===== src/rtl/gpio_port_consts.vh =====
// constants for the parallel i/o port with pin interrupt
`ifndef GPIO_PORT_CONSTS_VH
`define GPIO_PORT_CONSTS_VH

// port geometry
`define PORT_W 8
`define OUT_ONLY_MASK 8'h00

// register byte offsets
`define OFS_DATA 8'h00
`define OFS_DIR 8'h04
`define OFS_PULL 8'h08
`define OFS_SLEW 8'h0C
`define OFS_DRIVE 8'h10
`define OFS_IRQ_SEL 8'h14
`define OFS_IRQ_POL 8'h18
`define OFS_IRQ_SC 8'h1C

// register indices from decode
`define IDX_DATA 4'h0
`define IDX_DIR 4'h1
`define IDX_PULL 4'h2
`define IDX_SLEW 4'h3
`define IDX_DRIVE 4'h4
`define IDX_IRQ_SEL 4'h5
`define IDX_IRQ_POL 4'h6
`define IDX_IRQ_SC 4'h7
`define IDX_NONE 4'hF

// status/control field positions
`define SC_MODE_BIT 0
`define SC_IE_BIT 1
`define SC_ACK_BIT 2
`define SC_FLAG_BIT 3

// reset values
`define RST_DATA 8'h00
`define RST_DIR 8'h00
`define RST_PULL 8'h00
`define RST_SLEW 8'hFF
`define RST_DRIVE 8'h00
`define RST_IRQ_SEL 8'h00
`define RST_IRQ_POL 8'h00

// axi responses
`define RESP_OKAY 2'b00
`define RESP_SLVERR 2'b10

`endif


===== src/rtl/gpio_port.v =====
// parallel i/o port with pin controls, pin interrupt and axi4-lite registers
`timescale 1ns/1ns
`default_nettype none
`include "gpio_port_consts.vh"

module gpio_port (
  // clock and reset
  input wire clk_sys_i,
  input wire rst_i,
  // axi4-lite write address
  input wire [7:0] s_axi_awaddr_i,
  input wire s_axi_awvalid_i,
  output reg s_axi_awready_o,
  // axi4-lite write data
  input wire [31:0] s_axi_wdata_i,
  input wire [3:0] s_axi_wstrb_i,
  input wire s_axi_wvalid_i,
  output reg s_axi_wready_o,
  // axi4-lite write response
  output reg [1:0] s_axi_bresp_o,
  output reg s_axi_bvalid_o,
  input wire s_axi_bready_i,
  // axi4-lite read address
  input wire [7:0] s_axi_araddr_i,
  input wire s_axi_arvalid_i,
  output reg s_axi_arready_o,
  // axi4-lite read data
  output reg [31:0] s_axi_rdata_o,
  output reg [1:0] s_axi_rresp_o,
  output reg s_axi_rvalid_o,
  input wire s_axi_rready_i,
  // shared peripherals, same clock
  input wire [7:0] periph_en_i,
  input wire [7:0] periph_oe_i,
  input wire [7:0] periph_do_i,
  input wire [7:0] analog_en_i,
  // pins
  input wire [7:0] pin_i,
  output reg [7:0] pin_o,
  output reg [7:0] pin_oe_o,
  output reg [7:0] in_buf_en_o,
  output reg [7:0] periph_di_o,
  // pad controls
  output reg [7:0] pull_en_o,
  output reg [7:0] pull_down_o,
  output reg [7:0] slew_limit_o,
  output reg [7:0] drive_boost_o,
  // interrupt and wake
  output reg port_irq_o,
  output reg wake_o
);

  // byte offset to register index, used for reads and writes
  function [3:0] reg_index;
    input [7:0] addr;
    begin
      case (addr)
        `OFS_DATA: reg_index = `IDX_DATA;
        `OFS_DIR: reg_index = `IDX_DIR;
        `OFS_PULL: reg_index = `IDX_PULL;
        `OFS_SLEW: reg_index = `IDX_SLEW;
        `OFS_DRIVE: reg_index = `IDX_DRIVE;
        `OFS_IRQ_SEL: reg_index = `IDX_IRQ_SEL;
        `OFS_IRQ_POL: reg_index = `IDX_IRQ_POL;
        `OFS_IRQ_SC: reg_index = `IDX_IRQ_SC;
        default: reg_index = `IDX_NONE;
      endcase
    end
  endfunction

  // per-pin asserted level, sample equals polarity; analog pins never assert
  function [7:0] pin_asserted;
    input [7:0] sample;
    input [7:0] pol;
    input [7:0] live;
    begin
      pin_asserted = ~(sample ^ pol) & live;
    end
  endfunction

  // software registers
  reg [7:0] port_data;
  reg [7:0] pin_direction_bits;
  reg [7:0] pin_pull_enable_bits;
  reg [7:0] pin_slew_limit_bits;
  reg [7:0] pin_drive_boost_bits;
  reg [7:0] irq_pin_select_bits;
  reg [7:0] irq_polarity_bits;
  reg detect_level_mode_bit;
  reg port_irq_enable;
  reg port_irq_flag;

  // pin synchroniser and previous sample
  reg [7:0] pin_meta;
  reg [7:0] pin_sync;
  reg [7:0] pin_prev;

  // bus holding state
  reg aw_hold;
  reg w_hold;
  reg [7:0] aw_addr;
  reg [31:0] w_data;
  reg [3:0] w_strb;

  // write fires once both halves are held and no response is pending
  wire do_write = aw_hold & w_hold & ~s_axi_bvalid_o;
  wire [3:0] wr_idx = reg_index(aw_addr);
  wire lane0 = do_write & w_strb[0];
  wire [3:0] rd_idx = reg_index(s_axi_araddr_i);

  // pin function arbitration
  wire [7:0] digital_own = periph_en_i & ~analog_en_i;
  wire [7:0] next_oe = ~analog_en_i &
    ((digital_own & periph_oe_i) | (~periph_en_i & pin_direction_bits));
  wire [7:0] next_out = (digital_own & periph_do_i) |
    (~periph_en_i & port_data);
  wire [7:0] next_in_buf = ~analog_en_i & ~`OUT_ONLY_MASK;
  wire [7:0] pin_level = pin_sync & next_in_buf;
  wire [7:0] data_read = (pin_direction_bits & port_data) |
    (~pin_direction_bits & pin_level);

  // detection: asserted when sample equals polarity
  wire [7:0] asserted_now = pin_asserted(pin_level, irq_polarity_bits, next_in_buf);
  wire [7:0] asserted_prev = pin_asserted(pin_prev, irq_polarity_bits, next_in_buf);
  wire [7:0] edge_hit = irq_pin_select_bits & ~asserted_prev & asserted_now;
  wire [7:0] level_hit = irq_pin_select_bits & asserted_now;
  wire irq_set = (|edge_hit) | (detect_level_mode_bit & (|level_hit));
  wire ack_wr = lane0 & (wr_idx == `IDX_IRQ_SC) & w_data[`SC_ACK_BIT];
  // set wins over ack; in level mode an asserted pin keeps flag set
  wire next_flag = irq_set | (port_irq_flag & ~ack_wr);

  // read mux
  reg [31:0] next_rdata;
  always @* begin
    next_rdata = 32'h00000000;
    case (rd_idx)
      `IDX_DATA: next_rdata[7:0] = data_read;
      `IDX_DIR: next_rdata[7:0] = pin_direction_bits;
      `IDX_PULL: next_rdata[7:0] = pin_pull_enable_bits;
      `IDX_SLEW: next_rdata[7:0] = pin_slew_limit_bits;
      `IDX_DRIVE: next_rdata[7:0] = pin_drive_boost_bits;
      `IDX_IRQ_SEL: next_rdata[7:0] = irq_pin_select_bits;
      `IDX_IRQ_POL: next_rdata[7:0] = irq_polarity_bits;
      `IDX_IRQ_SC: begin
        next_rdata[`SC_MODE_BIT] = detect_level_mode_bit;
        next_rdata[`SC_IE_BIT] = port_irq_enable;
        next_rdata[`SC_FLAG_BIT] = port_irq_flag;
      end
      default: next_rdata = 32'h00000000;
    endcase
  end

  // two-flop pin synchroniser plus previous sample for edges
  always @(posedge clk_sys_i or posedge rst_i) begin
    if (rst_i) begin
      pin_meta <= 8'h00;
      pin_sync <= 8'h00;
      pin_prev <= 8'h00;
    end else begin
      pin_meta <= pin_i;
      pin_sync <= pin_meta;
      pin_prev <= pin_sync;
    end
  end

  // write address and data channels, taken in either order
  always @(posedge clk_sys_i or posedge rst_i) begin
    if (rst_i) begin
      aw_hold <= 1'b0;
      w_hold <= 1'b0;
      aw_addr <= 8'h00;
      w_data <= 32'h00000000;
      w_strb <= 4'h0;
      s_axi_awready_o <= 1'b1;
      s_axi_wready_o <= 1'b1;
      s_axi_bvalid_o <= 1'b0;
      s_axi_bresp_o <= `RESP_OKAY;
    end else begin
      if (s_axi_awvalid_i & s_axi_awready_o) begin
        aw_hold <= 1'b1;
        aw_addr <= s_axi_awaddr_i;
        s_axi_awready_o <= 1'b0;
      end
      if (s_axi_wvalid_i & s_axi_wready_o) begin
        w_hold <= 1'b1;
        w_data <= s_axi_wdata_i;
        w_strb <= s_axi_wstrb_i;
        s_axi_wready_o <= 1'b0;
      end
      if (do_write) begin
        aw_hold <= 1'b0;
        w_hold <= 1'b0;
        s_axi_bvalid_o <= 1'b1;
        s_axi_bresp_o <= (wr_idx == `IDX_NONE) ? `RESP_SLVERR : `RESP_OKAY;
      end else if (s_axi_bvalid_o & s_axi_bready_i) begin
        s_axi_bvalid_o <= 1'b0;
        s_axi_awready_o <= 1'b1;
        s_axi_wready_o <= 1'b1;
      end
    end
  end

  // read channel
  always @(posedge clk_sys_i or posedge rst_i) begin
    if (rst_i) begin
      s_axi_arready_o <= 1'b1;
      s_axi_rvalid_o <= 1'b0;
      s_axi_rdata_o <= 32'h00000000;
      s_axi_rresp_o <= `RESP_OKAY;
    end else if (s_axi_arvalid_i & s_axi_arready_o) begin
      s_axi_arready_o <= 1'b0;
      s_axi_rvalid_o <= 1'b1;
      s_axi_rdata_o <= next_rdata;
      s_axi_rresp_o <= (rd_idx == `IDX_NONE) ? `RESP_SLVERR : `RESP_OKAY;
    end else if (s_axi_rvalid_o & s_axi_rready_i) begin
      s_axi_rvalid_o <= 1'b0;
      s_axi_arready_o <= 1'b1;
    end
  end

  // register file, byte lane 0 carries all fields
  always @(posedge clk_sys_i or posedge rst_i) begin
    if (rst_i) begin
      port_data <= `RST_DATA;
      pin_direction_bits <= `RST_DIR;
      pin_pull_enable_bits <= `RST_PULL;
      pin_slew_limit_bits <= `RST_SLEW;
      pin_drive_boost_bits <= `RST_DRIVE;
      irq_pin_select_bits <= `RST_IRQ_SEL;
      irq_polarity_bits <= `RST_IRQ_POL;
      detect_level_mode_bit <= 1'b0;
      port_irq_enable <= 1'b0;
    end else if (lane0) begin
      case (wr_idx)
        `IDX_DATA: port_data <= w_data[7:0];
        `IDX_DIR: pin_direction_bits <= w_data[7:0];
        `IDX_PULL: pin_pull_enable_bits <= w_data[7:0];
        `IDX_SLEW: pin_slew_limit_bits <= w_data[7:0];
        `IDX_DRIVE: pin_drive_boost_bits <= w_data[7:0];
        `IDX_IRQ_SEL: irq_pin_select_bits <= w_data[7:0];
        `IDX_IRQ_POL: irq_polarity_bits <= w_data[7:0];
        `IDX_IRQ_SC: begin
          detect_level_mode_bit <= w_data[`SC_MODE_BIT];
          port_irq_enable <= w_data[`SC_IE_BIT];
        end
        default: port_data <= port_data;
      endcase
    end
  end

  // interrupt flag, request and wake
  always @(posedge clk_sys_i or posedge rst_i) begin
    if (rst_i) begin
      port_irq_flag <= 1'b0;
      port_irq_o <= 1'b0;
      wake_o <= 1'b0;
    end else begin
      port_irq_flag <= next_flag;
      port_irq_o <= next_flag & port_irq_enable;
      wake_o <= next_flag;
    end
  end

  // registered pad controls
  always @(posedge clk_sys_i or posedge rst_i) begin
    if (rst_i) begin
      pin_o <= 8'h00;
      pin_oe_o <= 8'h00;
      in_buf_en_o <= 8'h00;
      periph_di_o <= 8'h00;
      pull_en_o <= 8'h00;
      pull_down_o <= 8'h00;
      slew_limit_o <= 8'h00;
      drive_boost_o <= 8'h00;
    end else begin
      pin_o <= next_out;
      pin_oe_o <= next_oe;
      in_buf_en_o <= next_in_buf;
      periph_di_o <= pin_level;
      pull_en_o <= pin_pull_enable_bits & ~next_oe & ~analog_en_i;
      pull_down_o <= irq_pin_select_bits & irq_polarity_bits;
      slew_limit_o <= pin_slew_limit_bits & next_oe;
      drive_boost_o <= pin_drive_boost_bits & next_oe;
    end
  end

endmodule
`default_nettype wire


===== config.mk =====
export PLATFORM = sky130hd
export DESIGN_NAME = gpio_port
export DESIGN_NICKNAME = d
export VERILOG_FILES = /design/src/rtl/gpio_port.v
export VERILOG_INCLUDE_DIRS = /design/src /design/src/rtl
export SDC_FILE = /design/constraint.sdc
export NUM_CORES = 1
export LEC_CHECK = 0
export BUFFER_PORTS_ARGS = -buffer_cell sky130_fd_sc_hd__buf_2
export CAP_MARGIN = 20
export CORE_MARGIN = 3
export CORE_UTILIZATION = 56
export CTS_CLUSTER_SIZE = 12
export DETAILED_ROUTE_END_ITERATION = 10
export PLACE_DENSITY = 0.89
export SLEW_MARGIN = 20
export SYNTH_ARGS = -nofsm -noshare
export SYNTH_HDL_FRONTEND = slang
export SYNTH_SLANG_ARGS = --single-unit

===== constraint.sdc =====
create_clock -name clk_sys_i -period 10.4 [get_ports clk_sys_i]
set_clock_uncertainty 0.2 [all_clocks]
set_input_delay 2.08 -clock clk_sys_i [delete_from_list [all_inputs] [get_ports clk_sys_i]]
set_output_delay 2.08 -clock clk_sys_i [all_outputs]
set_load 0.01 [all_outputs]

# [Word-level counts from Yosys, hierarchy flattened]
# Memory sizes are Yosys's and may differ from the RTL's.
# Index checks and enable logic that the tools add are counted.
[word_totals] ff_bits=184 rom_bits=256 out_inout_bits=107 n_memories=2
[classes] eq_ne=16 mux=24 bitwise_logic=48 n_reduce_logical=18
[mem_list] memory="(name not given)" words=32 word_bits=4 read_ports=1 rd_clocked_by_memory_dff=0 write_ports=0 line_no="gpio_port.v:57" text="case (addr)"
[mem_list] memory="(name not given)" words=32 word_bits=4 read_ports=1 rd_clocked_by_memory_dff=0 write_ports=0 line_no="gpio_port.v:57"
[ops] op="AND 8 bit" n=19
[ops] op="NOT 8 bit" n=7
[ops] op="equality test 4 x 3 -> 1 bit (second input constant)" n=8
[ops] op="case mux 4 bit (7 select lines)" n=1
[ops] op="OR 8 bit" n=3
[ops] op="equality test 4 x 2 -> 1 bit (second input constant)" n=4
[ops] op="2-to-1 mux 1 bit" n=16
[ops] op="case mux 2 bit (8 select lines)" n=1
[ops] op="AND reduction 2 bit" n=8
[ops] op="OR reduction 8 bit" n=2
[ops] op="XOR 8 bit" n=2
[ops] op="AND 1 bit" n=13
[ops] op="equality test 4 x 1 -> 1 bit (second input constant)" n=2
[ops] op="equality test 4 bit (second input constant)" n=2
[ops] op="zero test 4 bit" n=2
[ops] op="2-to-1 mux 4 bit" n=2
[ops] op="case mux 1 bit (8 select lines)" n=1
[ops] op="nonzero test 2 bit" n=4
[ops] op="case mux 1 bit (7 select lines)" n=1
[ops] op="zero test 3 bit" n=2
[ops] op="2-to-1 mux 2 bit" n=2
[ops] op="NOT 1 bit" n=2
[ops] op="OR 1 bit" n=2

# [Logic depth before layout (Yosys ltp)]
[logic_depth] word_depth=11 ltp_mapped=7 depth_no_buf=5

# [Worst setup path after synthesis]
# No wires, ideal clock.
[synth_timing] path_kind="input -> register" start="input port s_axi_araddr_i[7]" end="register s_axi_rdata_o[4]" setup_time_ns=0.087 arrival_time_ns=3.580 required_ns=10.113 path_slack_ns=6.533 path_stages=6 path_buffers=1 path_cell_list="or4_1 -> or3_1 -> clkbuf_1 -> a31oi_1 -> o21ai_1 -> o211ai_1"
[synth_via] elab_chain_cells=4
[synth_lines] item="start, declared" line_no="gpio_port.v:24" text="input wire [7:0] s_axi_araddr_i,"
[synth_lines] item="zero test 3 bit *" line_no="gpio_port.v:57"
[synth_lines] item="2-to-1 mux 4 bit *" line_no="gpio_port.v:57"
[synth_lines] item="equality test 4 x 3 -> 1 bit (tied with other cells)" line_no="gpio_port.v:136" text="case (rd_idx)"
[synth_lines] item="case mux 4 bit (7 select lines) *" line_no="gpio_port.v:136"
[synth_lines] item="end signal, assigned" line_no="gpio_port.v:213" text="s_axi_rdata_o <= next_rdata;"
[synth_lines] item="end, declared" line_no="gpio_port.v:28" text="output reg [31:0] s_axi_rdata_o,"
# Mark *: on every way between the ends. The rest lies on a longest branch, timed or not.
# A chain may end at the register's enable or synchronous reset.

# [Worst setup path after layout]
[layout_timing] start="input port s_axi_araddr_i[7]" end="register s_axi_rdata_o[6]"
# Same word-level chain as after synthesis.

==> impl_metrics.json <==
{
  "status": "finished clean",
  "cts-resized-gates": 0,
  "pre_cts_ws_ns": 6.02,
  "synth_top_family_by_area": "multiplexers",
  "fin_hold_ws_ns": 0.150,
  "place.gp.congestion": 0.865,
  "die_area_um2": 14800,
  "grt-ovfl-total": 0,
  "cts-buffers-inserted": 17,
  "r2r_start": "s_axi_arready_o",
  "grt_setup_unrepaired": "no",
  "slew_violations": 0,
  "final.fill_count": 873,
  "critical_path.top_delay_family": "simple AND/OR/NAND/NOR gates",
  "cts_hold_buf": 0,
  "area_growth_pct": 19.9,
  "synth_fa_ha_area_share_pct": 0,
  "cts_tree": "done",
  "hold_start": "pin_meta[7]",
  "viasPerCell": 5.62,
  "critical-path-max-stage-delay_ns": 0.60,
  "post_dp_cell_area_um2": 8330,
  "drc": 0,
  "rows": 41,
  "r2r_cells": 5,
  "antenna_found_initial": 0,
  "firstDrtPassIters": 5,
  "crit_path_start_kind": "input port",
  "cp_data_required_time_ns": 10.56,
  "critical_path_arrival_ns": 4.14,
  "whs_path_depth": 0,
  "tightest_slew_ns": 0.950,
  "final_cell_mix": "dfrtp_1 (171), buf_2 (152), mux2_2 (40), nand2_1 (32)",
  "hpwlAfterDp_mm": 12.1,
  "vias": 5120,
  "wl_per_cell_um": 19.9,
  "final_nets": 825,
  "syn-cell-area_um2": 7510,
  "synth-simple-area-share_pct": 11.1,
  "first_global_vias": 5217,
  "grt_usage_pct": 25.1,
  "fp.dieW_um": 122,
  "ant_nets": 0,
  "r2r_slack_ns": 7.73,
  "pin_count": 206,
  "ys_ff_latch": 182,
  "worstSetupPathType": "input port to flip-flop",
  "synth_edf_count": 0,
  "period_share_pct": 38.3,
  "max_slew_margin_pct": 36.7,
  "finish.instance_area_um2": 9000,
  "initial_core_util_pct": 58.3,
  "fp.coreArea_um2": 12900,
  "setup_tns_ns": 0,
  "worst_slack_ns": 6.42,
  "fin_crit_ns": 3.98,
  "power.leakage_uw": 0.00459,
  "multi_input_area_um2": 2710,
  "peakVddDrop_mv": 0.193,
  "ys.warnings.count": 0,
  "crit_chain": "buf_2, or4_1, or3_1, a31oi_1, a22oi_1, nand2_1",
  "final_common_cell": "dfrtp_1",
  "wirelength_mm": 18.1,
  "cts_htree_levels": 4,
  "finalHoldViolCount": 0,
  "synth_compound_area_share_pct": 6.73,
  "max_cap_violations": 0,
  "r2r_end": "s_axi_rdata_o[6]",
  "drtIter0Drc": 509,
  "cpMaxStageDelayCell": "or4_1",
  "async_reset_ff_share_pct": 100,
  "port_buffers": 152,
  "drive_above_1_share_pct": 36.4,
  "seq_area_um2": 4570,
  "setup_viol": 0,
  "cts-root-buf": "clkbuf_16",
  "end_kind": "flip-flop",
  "synth_cell_types": 56,
  "antennaDiodeCount": 0,
  "grt_start_max_net_pins": 110,
  "cts_setup_buffers": 0,
  "die_h_um": 122,
  "fmax_mhz": 251,
  "yosys-mux-area-fraction_pct": 16.0,
  "avgSynthCellArea_um2": 13.2,
  "cts.reportedPaths.clkPinSlew_ns": 0.06,
  "synthCells": 570,
  "grt_pass1_wl_mm": 27.9,
  "hold_class": "flip-flop to flip-flop",
  "cts.path.max_buffers": 2,
  "hold_path_end": "pin_sync[7]",
  "path_buf_inv": 1,
  "clock_latency_ns": 0.43,
  "cts.sinks": 182,
  "yosysSeqAreaShare_pct": 60.8,
  "p_per_area_nw_per_um2": 204,
  "ys.flop_type": "dfrtp_1",
  "crit_fanout": 7,
  "synthXorXnorAreaFrac_pct": 0.933
}
## metrics by stage
step	utilization (%)	instances	total power (uW)
after global routing	69.9	911	1920
final	69.9	911	1840
after CTS	69.9	911	1850
after detailed placement	64.7	879	1130
after global placement	64.7	879	1110
after floorplan	-	595	1040
## per-layer routing
layer  part of all wire [%]  wire length [um]  up-vias  global-route usage, %
li1                       -                 -     2260                      -
met1                     40              7170     2539                   31.8
met2                     49              8950      267                   41.3
met3                    7.6              1380       54                   6.08
met4                    3.5               629        0                   11.1
met5                      0                 0        -                      0
## layout make-up
class | instances | area share [%]
clock buffer | 20 | 4.96
sequential | 182 | 50.7
tap | 172 | 2.39
multi-input combinational | 355 | 30.1
clock inverter | 12 | 2.49
timing repair buffer | 153 | 8.53
inverter | 17 | 0.764
## kinds of logic (layout without fill, tap and decap cells)
| kind of cell | after synthesis | after routing |
|---|---|---|
| mux | 102 | 102 |
| buf+inv | 58 | 202 |
| xor+xnor | 8 | 8 |
| simple gates | 146 | 146 |
| compound gates | 73 | 73 |
| flops | 182 | 182 |
| other cells | 1 | 26 |
## where the power goes
group | switching (uW) | internal, uW
combinational | 114 | 113
clock | 261 | 458
sequential | 96.7 | 798
## worst register-to-register path, delay by kind of cell (launching register included)
family          cells  cell delay (ns)
simple gates        3             1.09
compound gates      2             0.76
flops               1             0.55
## worst max path at each step
stage                       end  cells after the start  slack [ns]         startpoint
4_1_cts        s_axi_rdata_o[6]                      6        6.47  s_axi_araddr_i[7]
5_1_grt        s_axi_rdata_o[4]                      6        6.38  s_axi_araddr_i[7]
3_5_place_dp   s_axi_rdata_o[6]                      6        6.02  s_axi_araddr_i[7]
3_3_place_gp   s_axi_rdata_o[4]                      6        6.08  s_axi_araddr_i[7]
2_1_floorplan        aw_addr[0]                      1        3.19              rst_i
6_report       s_axi_rdata_o[6]                      6        6.42  s_axi_araddr_i[7]
## synth_stat cells (2+ instances only)
library cell / n / area [um2]
nor2b_1: 25 / 156
clkbuf_1: 12 / 45.0
mux2_1: 21 / 236
and2_1: 26 / 163
a221oi_1: 3 / 26.3
o211ai_1: 4 / 30.0
mux2_2: 40 / 450
buf_4: 26 / 195
nand2b_1: 9 / 56.3
nor2_1: 21 / 78.8
mux2_4: 16 / 240
a31o_2: 7 / 61.3
nand3_1: 4 / 20.0
mux2i_1: 23 / 230
nand3b_2: 2 / 22.5
a2bb2oi_1: 4 / 35.0
mux4_2: 2 / 45.0
nor3_1: 2 / 10.0
xnor2_1: 8 / 70.1
nor4_1: 2 / 12.5
dfstp_2: 11 / 289
and3_1: 8 / 50.1
inv_1: 16 / 60.1
a21oi_1: 8 / 40.0
o21ai_0: 10 / 50.1
nand2_1: 32 / 120
o22ai_1: 9 / 56.3
nand4_1: 2 / 12.5
o31ai_1: 2 / 15.0
a31oi_1: 6 / 37.5
a22oi_1: 14 / 105
dfrtp_1: 171 / 4280
No activity file was read; power rests on OpenSTA's default activity.
